===== src/sct_defines.svh =====
`ifndef SCT_DEFINES_SVH
`define SCT_DEFINES_SVH
// ==========================================
// Key sector codes
`define SCT_ACT_ERC 16'h0003
`define SCT_ACT_WSAME 16'h0002
`define SCT_FN_SET 16'h0001
`define SCT_FN_GET 16'h0002
`define SCT_FN_WS_BLK_PAT 16'h0101
`define SCT_FN_WS_BLK_SEC 16'h0102
`define SCT_SEL_READ 16'h0001
`define SCT_SEL_WRITE 16'h0002
`define SCT_MIN_LIMIT 16'h0041
`define SCT_LIMIT_RST 16'h0000
// ==========================================
// Taskfile result values
`define SCT_ERR_OK 8'h00
`define SCT_ERR_ABORT 8'h04
`define SCT_STAT_OK 8'h50
`define SCT_STAT_ERR 8'h51
`define SCT_XSTAT_WS_UNREC 16'h0017
// ==========================================
// Timing
`define SCT_UNIT_MS 100
`define SCT_CLK_MHZ 250
`define SCT_UNIT_CYCLES (`SCT_UNIT_MS * 1000 * `SCT_CLK_MHZ)
// ==========================================
// Interrupt status bits
`define SCT_IRQ_DONE 0
`define SCT_IRQ_ERR 1
`define SCT_IRQ_TIMEOUT 2
`define SCT_IRQ_W 3
`endif


===== src/sct_pkg.sv =====
package sct_pkg;
   typedef struct packed {
      logic [15:0] action;
      logic [15:0] func;
      logic [15:0] sel;
      logic [15:0] value;
   } sct_key_s;
   typedef struct packed {
      logic [7:0] error;
      logic [7:0] sect_cnt;
      logic [7:0] sect_num;
      logic [7:0] cyl_lo;
      logic [7:0] cyl_hi;
      logic [7:0] dev_head;
      logic [7:0] status;
   } sct_tf_s;
   typedef struct packed {
      logic start;
      logic done;
      logic is_write;
      logic queued;
      logic in_order;
      logic streaming;
   } sct_cmd_s;
endpackage


===== src/sct_recovery_tmr.sv =====
`include "sct_defines.svh"
module sct_recovery_tmr #(
   parameter int unsigned UNIT_CYCLES = `SCT_UNIT_CYCLES
) (
   input wire logic i_clk,
   input wire logic i_rst_b,
   input wire logic i_start,
   input wire logic i_stop,
   input wire logic [15:0] i_limit,
   output logic o_expired
);
   logic [31:0] unit_cnt;
   logic [15:0] tick_cnt;
   logic [15:0] limit;
   logic running;
   logic unit_tick;

   assign unit_tick = running && (unit_cnt == UNIT_CYCLES - 1);

   // ==========================================
   // Run control
   always_ff @(posedge i_clk or negedge i_rst_b) begin
      if (!i_rst_b) begin
         running <= 1'b0;
         limit <= 16'h0000;
      end else if (i_stop || o_expired) begin
         running <= 1'b0;
      end else if (i_start && !running && i_limit != 16'h0000) begin
         running <= 1'b1;
         limit <= i_limit;
      end
   end

   // ==========================================
   // Base 100 ms divider
   always_ff @(posedge i_clk or negedge i_rst_b) begin
      if (!i_rst_b) begin
         unit_cnt <= 32'h0;
      end else if (!running || unit_tick) begin
         unit_cnt <= 32'h0;
      end else begin
         unit_cnt <= unit_cnt + 32'h1;
      end
   end

   // ==========================================
   // Unit counter and expiry pulse
   always_ff @(posedge i_clk or negedge i_rst_b) begin
      if (!i_rst_b) begin
         tick_cnt <= 16'h0000;
         o_expired <= 1'b0;
      end else begin
         o_expired <= 1'b0;
         if (!running) begin
            tick_cnt <= 16'h0000;
         end else if (unit_tick) begin
            tick_cnt <= tick_cnt + 16'h1;
            if (tick_cnt + 16'h1 == limit) begin
               o_expired <= 1'b1;
            end
         end
      end
   end
endmodule


===== src/sct_recovery_timer_cmd.sv =====
`include "sct_defines.svh"
module sct_recovery_timer_cmd #(
   parameter int unsigned UNIT_CYCLES = `SCT_UNIT_CYCLES
) (
   input wire logic i_clk,
   input wire logic i_rst_b,
   input wire logic i_key_valid,
   input wire sct_pkg::sct_key_s i_key,
   input wire logic i_ws_done,
   input wire logic i_ws_unrec_err,
   input wire sct_pkg::sct_cmd_s i_cmd,
   input wire logic [3:0] i_reg_addr,
   input wire logic [31:0] i_reg_wdata,
   input wire logic i_reg_wr,
   input wire logic i_reg_rd,
   output logic [31:0] o_reg_rdata,
   output logic o_tf_valid,
   output sct_pkg::sct_tf_s o_taskfile_result,
   output logic o_ws_start,
   output logic o_recovery_abort,
   output logic o_irq
);
   import sct_pkg::*;

   localparam logic [3:0] REG_STATUS = 4'h0;
   localparam logic [3:0] REG_MASK = 4'h4;
   localparam logic [3:0] REG_LIMITS = 4'h8;
   localparam logic [15:0] XSTAT_WS_UNREC = `SCT_XSTAT_WS_UNREC;

   typedef enum logic [1:0] {SCT_IDLE, SCT_WS_BUSY} sct_state_e;

   sct_state_e state;
   logic [15:0] read_limit;
   logic [15:0] write_limit;
   logic [`SCT_IRQ_W-1:0] irq_status;
   logic [`SCT_IRQ_W-1:0] irq_mask;
   logic is_erc;
   logic is_ws_blk;
   logic sel_ok;
   logic too_short;
   logic timed;
   logic tmr_start;
   logic tmr_stop;
   logic [15:0] tmr_limit;
   logic tmr_expired;
   logic ev_done;
   logic ev_err;
   sct_tf_s next_tf;
   logic next_tf_valid;
   logic [15:0] cur_limit;

   assign is_erc = i_key.action == `SCT_ACT_ERC;
   assign is_ws_blk = i_key.action == `SCT_ACT_WSAME &&
                      (i_key.func == `SCT_FN_WS_BLK_PAT || i_key.func == `SCT_FN_WS_BLK_SEC);
   assign sel_ok = i_key.sel == `SCT_SEL_READ || i_key.sel == `SCT_SEL_WRITE;
   assign too_short = i_key.value < `SCT_MIN_LIMIT;
   assign cur_limit = (i_key.sel == `SCT_SEL_WRITE) ? write_limit : read_limit;

   // ==========================================
   // Command timing eligibility
   // Streaming or out-of-order queued commands never time out
   assign timed = !i_cmd.streaming && !(i_cmd.queued && !i_cmd.in_order);
   // Start on issue (non-queued) or on execution start (queued in-order)
   assign tmr_start = i_cmd.start && timed;
   assign tmr_stop = i_cmd.done;
   assign tmr_limit = i_cmd.is_write ? write_limit : read_limit;

   sct_recovery_tmr #(
      .UNIT_CYCLES(UNIT_CYCLES)
   ) u_tmr (
      .i_clk(i_clk),
      .i_rst_b(i_rst_b),
      .i_start(tmr_start),
      .i_stop(tmr_stop),
      .i_limit(tmr_limit),
      .o_expired(tmr_expired)
   );

   always_ff @(posedge i_clk or negedge i_rst_b) begin
      if (!i_rst_b) begin
         o_recovery_abort <= 1'b0;
      end else begin
         o_recovery_abort <= tmr_expired;
      end
   end

   // ==========================================
   // Volatile limits
   always_ff @(posedge i_clk or negedge i_rst_b) begin
      if (!i_rst_b) begin
         read_limit <= `SCT_LIMIT_RST;
         write_limit <= `SCT_LIMIT_RST;
      end else if (i_key_valid && state == SCT_IDLE && is_erc &&
                   i_key.func == `SCT_FN_SET && sel_ok && !too_short) begin
         if (i_key.sel == `SCT_SEL_READ) begin
            read_limit <= i_key.value;
         end else begin
            write_limit <= i_key.value;
         end
      end
   end

   // ==========================================
   // Blocking repeat-write sequencing
   always_ff @(posedge i_clk or negedge i_rst_b) begin
      if (!i_rst_b) begin
         state <= SCT_IDLE;
         o_ws_start <= 1'b0;
      end else begin
         o_ws_start <= 1'b0;
         unique case (state)
            SCT_IDLE: begin
               if (i_key_valid && is_ws_blk) begin
                  state <= SCT_WS_BUSY;
                  o_ws_start <= 1'b1;
               end
            end
            SCT_WS_BUSY: begin
               if (i_ws_done || i_ws_unrec_err) begin
                  state <= SCT_IDLE;
               end
            end
         endcase
      end
   end

   // ==========================================
   // Taskfile result
   always_comb begin
      next_tf = '0;
      next_tf.error = `SCT_ERR_OK;
      next_tf.status = `SCT_STAT_OK;
      next_tf_valid = 1'b0;
      ev_done = 1'b0;
      ev_err = 1'b0;
      if (state == SCT_WS_BUSY) begin
         if (i_ws_unrec_err) begin
            next_tf_valid = 1'b1;
            ev_err = 1'b1;
            next_tf.error = `SCT_ERR_ABORT;
            next_tf.status = `SCT_STAT_ERR;
            next_tf.sect_cnt = XSTAT_WS_UNREC[7:0];
            next_tf.sect_num = XSTAT_WS_UNREC[15:8];
         end else if (i_ws_done) begin
            next_tf_valid = 1'b1;
            ev_done = 1'b1;
         end
      end else if (i_key_valid && is_erc) begin
         next_tf_valid = 1'b1;
         if (!sel_ok || (i_key.func != `SCT_FN_SET && i_key.func != `SCT_FN_GET) ||
             (i_key.func == `SCT_FN_SET && too_short)) begin
            ev_err = 1'b1;
            next_tf.error = `SCT_ERR_ABORT;
            next_tf.status = `SCT_STAT_ERR;
         end else begin
            ev_done = 1'b1;
            if (i_key.func == `SCT_FN_GET) begin
               next_tf.sect_cnt = cur_limit[7:0];
               next_tf.sect_num = cur_limit[15:8];
            end
         end
      end
   end

   always_ff @(posedge i_clk or negedge i_rst_b) begin
      if (!i_rst_b) begin
         o_tf_valid <= 1'b0;
         o_taskfile_result <= '0;
      end else begin
         o_tf_valid <= next_tf_valid;
         if (next_tf_valid) begin
            o_taskfile_result <= next_tf;
         end
      end
   end

   // ==========================================
   // Interrupt status, cleared by read, set wins
   always_ff @(posedge i_clk or negedge i_rst_b) begin
      if (!i_rst_b) begin
         irq_status <= '0;
      end else begin
         irq_status <= ((i_reg_rd && i_reg_addr == REG_STATUS) ? '0 : irq_status) |
                       {tmr_expired, ev_err, ev_done};
      end
   end

   always_ff @(posedge i_clk or negedge i_rst_b) begin
      if (!i_rst_b) begin
         irq_mask <= '0;
      end else if (i_reg_wr && i_reg_addr == REG_MASK) begin
         irq_mask <= i_reg_wdata[`SCT_IRQ_W-1:0];
      end
   end

   assign o_irq = |(irq_status & irq_mask);

   // ==========================================
   // Register read port
   always_ff @(posedge i_clk or negedge i_rst_b) begin
      if (!i_rst_b) begin
         o_reg_rdata <= 32'h0;
      end else if (i_reg_rd) begin
         unique case (i_reg_addr)
            REG_STATUS: o_reg_rdata <= {29'h0, irq_status};
            REG_MASK: o_reg_rdata <= {29'h0, irq_mask};
            REG_LIMITS: o_reg_rdata <= {write_limit, read_limit};
            default: o_reg_rdata <= 32'h0;
         endcase
      end else begin
         o_reg_rdata <= 32'h0;
      end
   end
endmodule


===== config.mk =====
export PLATFORM = sky130hd
export DESIGN_NAME = sct_recovery_timer_cmd
export DESIGN_NICKNAME = d
export VERILOG_FILES = /design/src/sct_pkg.sv /design/src/sct_recovery_tmr.sv /design/src/sct_recovery_timer_cmd.sv
export VERILOG_INCLUDE_DIRS = /design/src
export SDC_FILE = /design/constraint.sdc
export NUM_CORES = 1
export LEC_CHECK = 0
export BUFFER_PORTS_ARGS = -buffer_cell sky130_fd_sc_hd__buf_2
export CAP_MARGIN = 10
export CORE_ASPECT_RATIO = 0.7
export CORE_MARGIN = 2
export CORE_UTILIZATION = 50
export CTS_CLUSTER_DIAMETER = 50
export DETAILED_ROUTE_END_ITERATION = 8
export GPL_ROUTABILITY_DRIVEN = 0
export GPL_TIMING_DRIVEN = 1
export PLACE_DENSITY_LB_ADDON = 0.1
export SYNTH_ARGS = -nofsm -noshare
export SYNTH_HDL_FRONTEND = slang
export SYNTH_SLANG_ARGS = --single-unit

===== constraint.sdc =====
create_clock -name i_clk -period 3.29 [get_ports i_clk]
set_clock_uncertainty 0.15 [all_clocks]
set_input_delay 0.329 -clock i_clk [delete_from_list [all_inputs] [get_ports i_clk]]
set_output_delay 0.329 -clock i_clk [all_outputs]
set_load 0.02 [all_outputs]

# --- Yosys cells after proc, flatten, opt, wreduce, memory -nomap -nowiden ---
# Index checks and enable logic that the tools add are counted.
word_totals:
  register_bits: 173
  inputBits: 113
  out_inout_bits: 92
  word_cells: 123
classes:
  add_sub_neg: 2
  order_cmp: 1
  n_eq_ne: 18
  n_mux: 40
  bitwise: 4
  n_reduce_logical: 40
op_table:
  columns: ["op", "n"]
  rows:
  - ["16-bit 2-to-1 mux", 6]
  - ["32-bit one-hot mux with 3 select lines", 1]
  - ["16-bit by 2-bit == test with 1-bit output (second input constant)", 4]
  - ["32-bit 2-to-1 mux", 2]
  - ["19-bit 2-to-1 mux", 2]
  - ["32-bit by 1-bit adder with 32-bit output (second input constant)", 1]
  - ["16-bit by 1-bit == test with 1-bit output (second input constant)", 2]
  - ["16-bit by 9-bit == test with 1-bit output (second input constant)", 2]
  - ["32-bit by 25-bit == test with 1-bit output (second input constant)", 1]
  - ["24-bit 2-to-1 mux", 1]
  - ["1-bit 2-to-1 mux", 22]
  - ["1-bit logical AND", 18]
  - ["16-bit by 1-bit adder with 16-bit output (second input constant)", 1]
  - ["16-bit == test", 1]
  - ["16-bit by 7-bit < comparator with 1-bit output (second input constant)", 1]
  - ["16-bit by 1-bit != test with 1-bit output (second input constant)", 1]
  - ["16-bit by 2-bit != test with 1-bit output (second input constant)", 1]
  - ["16-bit nonzero test", 1]
  - ["8-bit 2-to-1 mux", 1]
  - ["2-bit AND reduction", 4]
  - ["1-bit logical OR", 7]
  - ["1-bit logical NOT", 6]
  - ["3-bit 2-to-1 mux", 2]
  - ["4-bit by 3-bit == test with 1-bit output (second input constant)", 1]
  - ["13 further kinds", 16]

# --- Depth between registers and ports, before layout ---
# Gate-level depths: netlist of run 1.
logic_depth:
  ltp_word: 9
  ltp_mapped: 8
  mapped_depth_nobuf: 7

# --- Hierarchy ---
# From an unflattened synthesis of run 1, not the netlist that was laid out.
unflattened:
  hier_cells: 717
  area_unflattened_um2: 7957.6
modules_own_cells:
  columns: ["module", "instances", "cells_each", "area_each_um2", "seq_area_each_um2"]
  rows:
  - ["sct_recovery_timer_cmd", 1, 365, 4398.0, 2302.2]
  - ["sct_recovery_tmr", 1, 352, 3559.7, 1651.6]

# --- Worst setup path after synthesis of run 1 ---
# Ideal clock, no wire load.
synth_timing:
  path_kind: "register to register"
  startpoint: "register u_tmr.unit_cnt[9]"
  endpoint: "register u_tmr.tick_cnt[8]"
  setup_time_ps: 119
  arrival_ps: 2520
  required_time_ps: 3021
  setup_slack_ps: 501
  path_stages_with_launch: 7
  n_path_buf: 0
  synth_period_minus_slack_ps: 2789
  path_cell_list: "dfrtp_1 -> or4_1 -> or4_4 -> nor4_4 -> nand4_2 -> o21a_1 -> o21a_1"
synth_via:
  elab_chain_cells: 3
synth_lines:
  columns: ["item", "line", "source"]
  rows:
  - ["start: declaration", "sct_recovery_tmr.sv:12", "logic [31:0] unit_cnt;"]
  - ["start signal: assignment", "sct_recovery_tmr.sv:42", "unit_cnt <= unit_cnt + 32'h1;"]
  - ["32-bit by 25-bit == test with 1-bit output", "sct_recovery_tmr.sv:18", "assign unit_tick = running && (unit_cnt == UNIT_CYCLES - 1);"]
  - ["1-bit logical AND", "sct_recovery_tmr.sv:18", null]
  - ["2-bit != test (no source line)", null, null]
  - ["end signal: assignment", "sct_recovery_tmr.sv:57", "tick_cnt <= tick_cnt + 16'h1;"]
  - ["end: declaration", "sct_recovery_tmr.sv:13", "logic [15:0] tick_cnt;"]
# No other way between the ends.
# A chain may end at the register's enable or synchronous reset.

# --- Final worst setup path of run 1 ---
layout_timing:
  startpoint: "register u_tmr.unit_cnt[9]"
  endpoint: "register u_tmr.tick_cnt[15]"
# The elaborated chain is that of the path after synthesis.

==> results of run 1 <==
[flip-flops by register name (all words and copies together) (netlist names)]
name and count:
u_tmr.unit_cnt 32, o_taskfile_result 18, o_ws_start 1, state 1, u_tmr.running 1, o_reg_rdata 32
o_tf_valid 1, write_limit 16, o_recovery_abort 1, irq_status 3, u_tmr.tick_cnt 16, u_tmr.o_expired 1
read_limit 16, irq_mask 3, u_tmr.limit 16
[per-layer routing]
metal / vias to the layer above / global-route usage [%]
li1: 2794 / -
met1: 2949 / 36.58
met2: 230 / 35.97
met3: 14 / 5.090
met4: 0 / 6.019
met5: - / 0
[Yosys cell counts (2+ instances only)]
cell type	n	share of area [%]
nor2b_1	3	0.24
nor3b_1	2	0.19
o211ai_1	5	0.49
clkbuf_1	30	1.5
a21o_1	2	0.19
a211oi_1	4	0.39
nor3_1	13	0.84
o21a_1	11	1.1
and3b_1	2	0.23
and4_1	6	0.68
buf_4	38	3.7
or3_1	9	0.73
and2_1	40	3.2
ha_1	2	0.32
a41oi_1	2	0.23
mux2i_1	37	4.8
mux2_2	35	5.1
a2111oi_0	2	0.23
nand4_1	18	1.5
nor4b_1	3	0.34
or4_1	6	0.58
xor2_1	20	2.3
nand2_1	61	3.0
and3_1	8	0.65
a21oi_1	12	0.78
nor4_1	18	1.5
nand3_1	27	1.7
nor2_1	56	2.7
dfrtp_1	158	51
nand2b_1	5	0.40
o21ai_0	39	2.5
inv_1	14	0.68
xnor2_1	35	4.0
[worst max-delay path by stage]
stage	cells after the start	to	slack, ns
after CTS	6	u_tmr.tick_cnt[15]$_DFFE_PN0N_	0.36
after global placement	7	u_tmr.tick_cnt[10]$_DFFE_PN0N_	0.42
after floorplan	6	u_tmr.tick_cnt[8]$_DFFE_PN0N_	0.50
after global routing	6	u_tmr.o_expired$_DFF_PN0_	0.12
after detailed placement	6	u_tmr.tick_cnt[15]$_DFFE_PN0N_	0.38
final	6	u_tmr.tick_cnt[15]$_DFFE_PN0N_	0.35
[cell families (layout without fill, tap and decap cells)]
kind of cell    Yosys count  count (layout)
other cells               1              36
buf+inv                  82             199
flops                   158             158
fa+ha+maj                 2               2
xor+xnor                 55              55
compound gates           87              87
mux                      72              72
simple gates            284             284
[area by class of cell]
| type | instances | area (um2) |
|---|---|---|
| Clock inverter | 11 | 157.7 |
| Sequential cell | 158 | 3954 |
| Fill cell | 1244 | 5742 |
| Inverter | 14 | 52.55 |
| Clock buffer | 20 | 456.7 |
| Timing Repair Buffer | 154 | 837.1 |
| Tap cell | 195 | 244.0 |
| Multi-Input combinational cell | 536 | 3463 |
[power by group]
group,internal (mW),switching [mW]
registers,1.95,0.00742
logic,0.0615,0.118
clock network,1.24,0.814
total,3.25,0.940
[tightest hold or removal path: stages]
cell	delay, ns
buf_2	0.08
nor2_1	0.04
nand2_1	0.05
nand2_1	0.05
[repair_timing]
item                                   in CTS  in global routing
endpoints found under the hold margin      71                  1
hold buffers                                3                  1
gates resized for setup                     0                  0
==> flow_summary.yaml, run 1 <==
finish:
  antenna_cells: 0
  final_common_cell: "dfrtp_1"
  layout_common_cells: "158 x dfrtp_1, 138 x buf_2, 61 x nand2_1"
  syn2layout_area_growth_pct: 18.59
  drive_above_1_share_pct: 24.97
  final_core_util_pct: 61.48
  final_cell_area_um2: 9165
  fin_cells: 1088
  finalNetCount: 996
power:
  power.leakage_nw: 4.426
  ir_drop_v: 0.0003298
  power_density_nw_per_um2: 457.5
  finalPower_mw: 4.193
routing:
  viasPerCell: 5.503
  drt_iter0_drc: 440
  wire_per_inst_um: 17.70
  dr_total_vias: 5987
  final_antenna_net_count: 0
  wl_met1_um: 9476
  drc: 0
  wl_met3_um: 1313
  drt_wl_total_um: 19260
  firstDrtPassIters: 5
  top_layer: "met4"
  wl_met2_um: 8328
logic_synthesis:
  synth_edf_count: 0
  syn_inst: 741
  synthAdderAreaFrac_pct: 0.3238
  synthDistinctLibCells: 51
  ys.flop_type: "dfrtp_1"
  synth_compound_area_share_pct: 6.961
  yosysWarnings: 0
  synth_simple_gate_area_share_pct: 19.56
  async_flop_share_pct: 100.0
  seq_area_frac_synth_pct: 51.16
  syn_area_per_cell_um2: 10.43
  synth-xor-area-share_pct: 6.233
  netlist_area_um2: 7729
  ys_ff_latch: 158
  synth_top_family_by_area: "simple AND/OR/NAND/NOR gates"
  synthMuxAreaShare_pct: 9.892
grt:
  grt_overflow: 0
  grt_max_degree: 90
  grt_first_pass_wirelength_um: 31410
  grt_pass1_vias: 5871
  groute.usage.overall_pct: 24.24
  antenna_found_initial: 0
cts:
  clock_sinks: 158
  cts_tree: "built"
  insertion_delay_ns: 0.42
  h-tree-depth: 4
  clk_path_buf_depth: 2
  cts_setup_buffers: 0
  cts_root_buf: "clkbuf_16"
  clk_pin_slew_ns: 0.06
  cts-buffers-inserted: 17
worst_setup_path:
  path_buf_inv: 0
  cp_max_fo: 7
  path_cells: "or4_1 > or4_4 > nor4_4 > nand2_2 > or3_1 > a21boi_1"
  r2r-end: "u_tmr.tick_cnt[15]$_DFFE_PN0N_"
  startpoint: "u_tmr.unit_cnt[9]$_DFF_PN0_"
  critPathKind: "reg -> reg"
  critical_path.startpoint_type: "flip-flop"
  required_ns: 3.49
  endpoint_kind: "flip-flop"
  crit_slowest_cell: "or4_1"
  rr_worst_depth: 6
  r2r_slack_ns: 0.35
  max_stage_delay_ns: 0.60
  path_delay_family: "simple AND/OR/NAND/NOR gates"
  cp.arrival_ns: 3.14
  r2r_start: "u_tmr.unit_cnt[9]$_DFF_PN0_"
floorplan:
  die_w_um: 152.6
  die_area_um2: 16480
  io_pins: 205
  core_area_um2: 14910
  initial_core_util_pct: 51.85
  rows: 37
  die_h_um: 108.0
sta:
  setup_violations: 0
  max_slew_margin_pct: 50.62
  final_hold_viol_count: 0
  fin_crit_ns: 2.940
  worst_slack_ns: 0.3500
  rsz0062_at_grt: "no"
  report.final.slew_viol_count: 0
  fin_crit_sh_pct: 89.36
  fmax_mhz: 340.1
  tightestPinTransition_ns: 0.7408
  whs_ns: 0.01416
  final.setup.tns_ns: 0
placed_design:
  dp_cells: 1053
  dpl_cell_area_um2: 8511
  hpwl_um: 13820
  place_ws_ns: 0.3799
  portBuffers: 139
flow_run:
  maxCapViolations: 0
worst_hold_path:
  hp-class: "in -> reg"
  holdPathEnd: "u_tmr.running$_DFFE_PN0P_"
  min-delay-start: "i_cmd[4]"
  min_path_cells: 4
run_status:
  status: "complete, no violations"
Note: power is estimated with default switching activity, not from simulation.
==> inputs of run 2 (changes only) <==
- HOLD_SLACK_MARGIN: default -> 0.12
- SKIP_CTS_REPAIR_TIMING: default -> 1
==> run 2 against run 1 <==
  * Cell count up 2.0%
  * Combinational power up 11%
  * Largest power group unchanged
  * Clock-buffer cell count unchanged
==> flow_summary.yaml, run 2 (synthesis results as in run 1) <==
floorplan:
  die_area_um2: 16480
  core_area_um2: 14910
  io_pins: 205
  initial_core_util_pct: 51.85
  rows: 37
  die_h_um: 108.0
  die_w_um: 152.6
cts:
  h-tree-depth: 4
  clock_sinks: 158
  clk_path_buf_depth: 2
  clk_pin_slew_ns: 0.07
  cts_root_buf: "clkbuf_16"
  cts_tree: "built"
  insertion_delay_ns: 0.42
  cts-buffers-inserted: 17
power:
  finalPower_mw: 4.219
  power.leakage_nw: 4.524
  ir_drop_v: 0.0003313
  power_density_nw_per_um2: 449.5
worst_hold_path:
  min_path_cells: 3
  hp-class: "in -> reg"
routing:
  drt_iter0_drc: 411
  final_antenna_net_count: 0
  drc: 0
  dr_total_vias: 6139
  drt_wl_total_um: 19680
  wire_per_inst_um: 17.73
  wl_met2_um: 8748
  firstDrtPassIters: 5
  viasPerCell: 5.531
  wl_met3_um: 1310
  top_layer: "met4"
  wl_met1_um: 9453
grt:
  groute.usage.overall_pct: 24.18
  grt_max_degree: 90
  antenna_found_initial: 0
  grt_pass1_vias: 5861
  grt_first_pass_wirelength_um: 31340
  grt_overflow: 0
finish:
  layout_common_cells: "158 x dfrtp_1, 138 x buf_2, 61 x nand2_1"
  final_common_cell: "dfrtp_1"
  syn2layout_area_growth_pct: 21.43
  reg_top3: "o_reg_rdata: 32 flops, u_tmr.unit_cnt: 32 flops, o_taskfile_result: 18 flops"
  drive_above_1_share_pct: 24.37
  finalNetCount: 1018
  antenna_cells: 0
sta:
  fin_crit_ns: 2.965
  report.final.slew_viol_count: 0
  tightestPinTransition_ns: 0.7214
  setup_violations: 0
  final.setup.tns_ns: 0
  worst_slack_ns: 0.3251
  final_hold_viol_count: 0
  fmax_mhz: 337.3
  max_slew_margin_pct: 51.91
  fin_crit_sh_pct: 90.12
  rsz0062_at_grt: "no"
worst_setup_path:
  crit_slowest_cell: "or4bb_1"
  cp_max_fo: 16
  cp.arrival_ns: 3.14
  max_stage_delay_ns: 0.52
  endpoint_kind: "flip-flop"
  required_ns: 3.47
  cpMostUsedCell: "nand3_1"
  path_cells: "or4bb_1 > nor4_1 > nand3_1 > nor3b_2 > nand3_1 > o21ai_0"
  rr_worst_depth: 6
  critPathKind: "reg -> reg"
  critical_path.startpoint_type: "flip-flop"
flow_run:
  maxCapViolations: 0
placed_design:
  portBuffers: 139
  place_ws_ns: 0.3799
  hpwl_um: 13820
run_status:
  status: "complete, no violations"
-- run 2: changes by cell type in the layout (fill, tap and decap cells not counted), sizes merged --
cell         delta
dlygate4sd3    +22
-- run 2: critical path: cells and delay by family (launching register included) --
family / cells / cell delay, ns
DFF: 1 / 0.43
and+or+nand+nor: 5 / 1.93
AOI/OAI and AO/OA: 1 / 0.36
-- run 2: worst paths after layout --
| check | start | endpoint | slack [ns] |
|---|---|---|---|
| min in group asynchronous | i_rst_b | o_taskfile_result[0]$_DFFE_PN0P_ | 0.31 |
| min reg2reg | u_tmr.o_expired$_DFF_PN0_ | o_recovery_abort$_DFF_PN0_ | 0.34 |
| max reg2reg | state[0]$_DFFE_PN0P_ | o_taskfile_result[43]$_DFFE_PN0P_ | 0.33 |
| min | i_key[61] | o_ws_start$_DFF_PN0_ | 0.11 |
| max in group asynchronous | i_rst_b | o_taskfile_result[34]$_DFFE_PN0P_ | 1.76 |
| max | state[0]$_DFFE_PN0P_ | o_taskfile_result[43]$_DFFE_PN0P_ | 0.33 |
-- run 2: cell type report --
type / count / area, um2
clock buffers: 20 / 456.7
clock inverters: 11 / 157.7
fillers: 1219 / 5522
inverters: 14 / 52.55
multi-input cells: 536 / 3463
flip-flops and latches: 158 / 3954
well taps: 195 / 244.0
repair buffers: 176 / 1057
-- run 2: report_power, final --
part           switching (mW)  internal, mW
Combinational           0.123        0.0770
Clock                   0.819          1.24
Sequential            0.00824          1.95
-- run 2: routing by layer --
layer / up-vias / track usage (%)
met2: 229 / 35.81
met5: - / 0
met1: 3057 / 36.53
li1: 2836 / -
met3: 17 / 5.090
met4: 0 / 6.019
-- run 2: through the flow --
stage | hold slack, ns | util (%) | instances | cell area, um2
2_1_floorplan | -0.1166 | - | 776 | 7860
3_3_place_gp | 0.2206 | 57.09 | 1053 | 8511
3_5_place_dp | 0.2259 | 57.09 | 1053 | 8511
4_1_cts | -0.2193 | 61.21 | 1084 | 9125
5_1_grt | 0.1312 | 62.96 | 1110 | 9385
6_report | 0.1098 | 62.96 | 1110 | 9385
==> inputs of run 3 (changes only) <==
- PLACE_DENSITY_LB_ADDON: 0.1 -> 0.15
==> run 3 against run 2 <==
  * Design area down 0.77%
  * Combinational power about the same
  * Non-clock buffer count unchanged
  * Wire length down 3.2%
  * Setup slack better by 0.023 ns
  * Clock power down 12%
  * Flip-flop and latch count unchanged
  * Clock-buffer cell count unchanged
  * Largest power group is now registers
  * Highest routed layer unchanged
==> flow_summary.yaml, run 3 (synthesis results as in run 1) <==
routing:
  drc: 0
  firstDrtPassIters: 5
  final_antenna_net_count: 0
  wire_per_inst_um: 17.16
  drt_wl_total_um: 19040
  viasPerCell: 5.543
  dr_total_vias: 6153
  drt_iter0_drc: 471
sta:
  final_hold_viol_count: 0
  fmax_mhz: 340.0
  final.setup.tns_ns: 0
  tightestPinTransition_ns: 0.7409
  max_slew_margin_pct: 50.61
  fin_crit_ns: 2.941
  setup_violations: 0
  fin_crit_sh_pct: 89.41
  rsz0062_at_grt: "no"
  report.final.slew_viol_count: 0
grt:
  grt_pass1_vias: 5927
  grt_max_degree: 83
  grt_overflow: 0
  groute.usage.overall_pct: 23.49
  antenna_found_initial: 0
  grt_first_pass_wirelength_um: 30350
finish:
  final_common_cell: "dfrtp_1"
  n_fill_cell: 1181
  finalNetCount: 1018
  final_cell_area_um2: 9313
  register_area_um2: 3954
  multi_input_area_um2: 3463
  syn2layout_area_growth_pct: 20.50
  reg_top3: "o_reg_rdata: 32 flops, u_tmr.unit_cnt: 32 flops, o_taskfile_result: 18 flops"
  drive_above_1_share_pct: 24.26
  antenna_cells: 0
  layout_common_cells: "158 x dfrtp_1, 138 x buf_2, 61 x nand2_1"
power:
  power.share.sequential_pct: 49.3
  ir_drop_v: 0.0002728
  p_int_mw: 3.080
  power_density_nw_per_um2: 427.0
  netSwitchingPower_mw: 0.8969
  power.leakage_nw: 4.491
  power.share.clock_pct: 45.7
  p_comb_share_pct: 5.1
  swShare_pct: 22.55
placed_design:
  portBuffers: 139
  dpl_cell_area_um2: 8511
  hpwl_um: 13770
worst_hold_path:
  hp-class: "in -> reg"
  min-delay-start: "i_reg_addr[0]"
  min_path_cells: 4
  holdPathEnd: "o_reg_rdata[1]$_DFF_PN0_"
cts:
  insertion_delay_ns: 0.42
  clk_pin_slew_ns: 0.06
  clock_sinks: 158
  cts_tree: "built"
  clk_path_buf_depth: 2
  h-tree-depth: 4
  cts-buffers-inserted: 17
  cts_root_buf: "clkbuf_16"
worst_setup_path:
  critPathKind: "reg -> reg"
  critical_path.startpoint_type: "flip-flop"
  cp.arrival_ns: 3.12
  r2r_slack_ns: 0.35
  rr_worst_depth: 6
  required_ns: 3.47
  endpoint_kind: "flip-flop"
  cp_max_fo: 16
  r2r_start: "state[0]$_DFFE_PN0P_"
  r2r-end: "o_taskfile_result[47]$_DFFE_PN0P_"
floorplan:
  die_h_um: 108.0
  io_pins: 205
  core_area_um2: 14910
  die_area_um2: 16480
  rows: 37
  die_w_um: 152.6
  initial_core_util_pct: 51.85
flow_run:
  maxCapViolations: 0
run_status:
  status: "complete, no violations"
## run 3: cell count changes in the layout (fill, tap and decap cells not counted)
cell        change
clkinv_2        +5
bufinv_16       -2
clkinv_4        -2
inv_6           -2
clkbuf_1        +1
clkbuf_8        -1
clkinvlp_4      +1
## run 3: how the worst max path moves through the flow
stage                     cells after the start                                end                         from
after floorplan                               6      u_tmr.tick_cnt[8]$_DFFE_PN0N_  u_tmr.unit_cnt[9]$_DFF_PN0_
after detailed placement                      6     u_tmr.tick_cnt[15]$_DFFE_PN0N_  u_tmr.unit_cnt[8]$_DFF_PN0_
final                                         6  o_taskfile_result[47]$_DFFE_PN0P_         state[0]$_DFFE_PN0P_
after global routing                          6  o_taskfile_result[43]$_DFFE_PN0P_         state[0]$_DFFE_PN0P_
after global placement                        7     u_tmr.tick_cnt[10]$_DFFE_PN0N_  u_tmr.unit_cnt[9]$_DFF_PN0_
after CTS                                     6     u_tmr.tick_cnt[15]$_DFFE_PN0N_  u_tmr.unit_cnt[9]$_DFF_PN0_
## run 3: worst max-delay path, stage by stage (launching register included)
cell and delay, ns:
dfrtp_1 0.43, or4bb_1 0.53, nor4_1 0.32, nand3_1 0.20, nor3b_2 0.38, nand3_1 0.49
o21ai_0 0.34
## run 3: layer usage
| layer | track usage, % | vias to the layer above | routed length, um |
|---|---|---|---|
| li1 | - | 2846 | - |
| met2 | 33.95 | 270 | 8201 |
| met1 | 34.59 | 3013 | 8947 |
| met5 | 0 | - | 0 |
| met3 | 6.774 | 24 | 1613 |
| met4 | 6.680 | 0 | 281 |
## run 3: final cells by class
type	instances	share of cell area [%]
sequential	158	42.46
multi-input combinational	536	37.19
timing repair buffer	176	11.35
clock buffer	20	4.796
tap	195	2.620
clock inverter	11	1.021
inverter	14	0.5643
## run 3: power groups by stage
stage	logic (mW)	clock network (mW)	registers (mW)
after global routing	0.221	1.94	1.96
after CTS	0.178	1.85	1.96
after floorplan	0.103	0	1.99
after global placement	0.172	0	1.99
after detailed placement	0.178	0	1.99
final	0.201	1.82	1.96
## run 3: stage by stage
stage,power [mW],util (%),instances,setup slack [ns],hold slack [ns]
after floorplan,2.097,-,776,0.5012,-0.1166
after global placement,2.167,57.09,1053,0.4195,0.2700
after detailed placement,2.172,57.09,1053,0.3880,0.2842
after CTS,3.990,60.73,1084,0.3633,-0.1677
after global routing,4.116,62.47,1110,0.1602,0.1458
final,3.977,62.47,1110,0.3485,0.1308
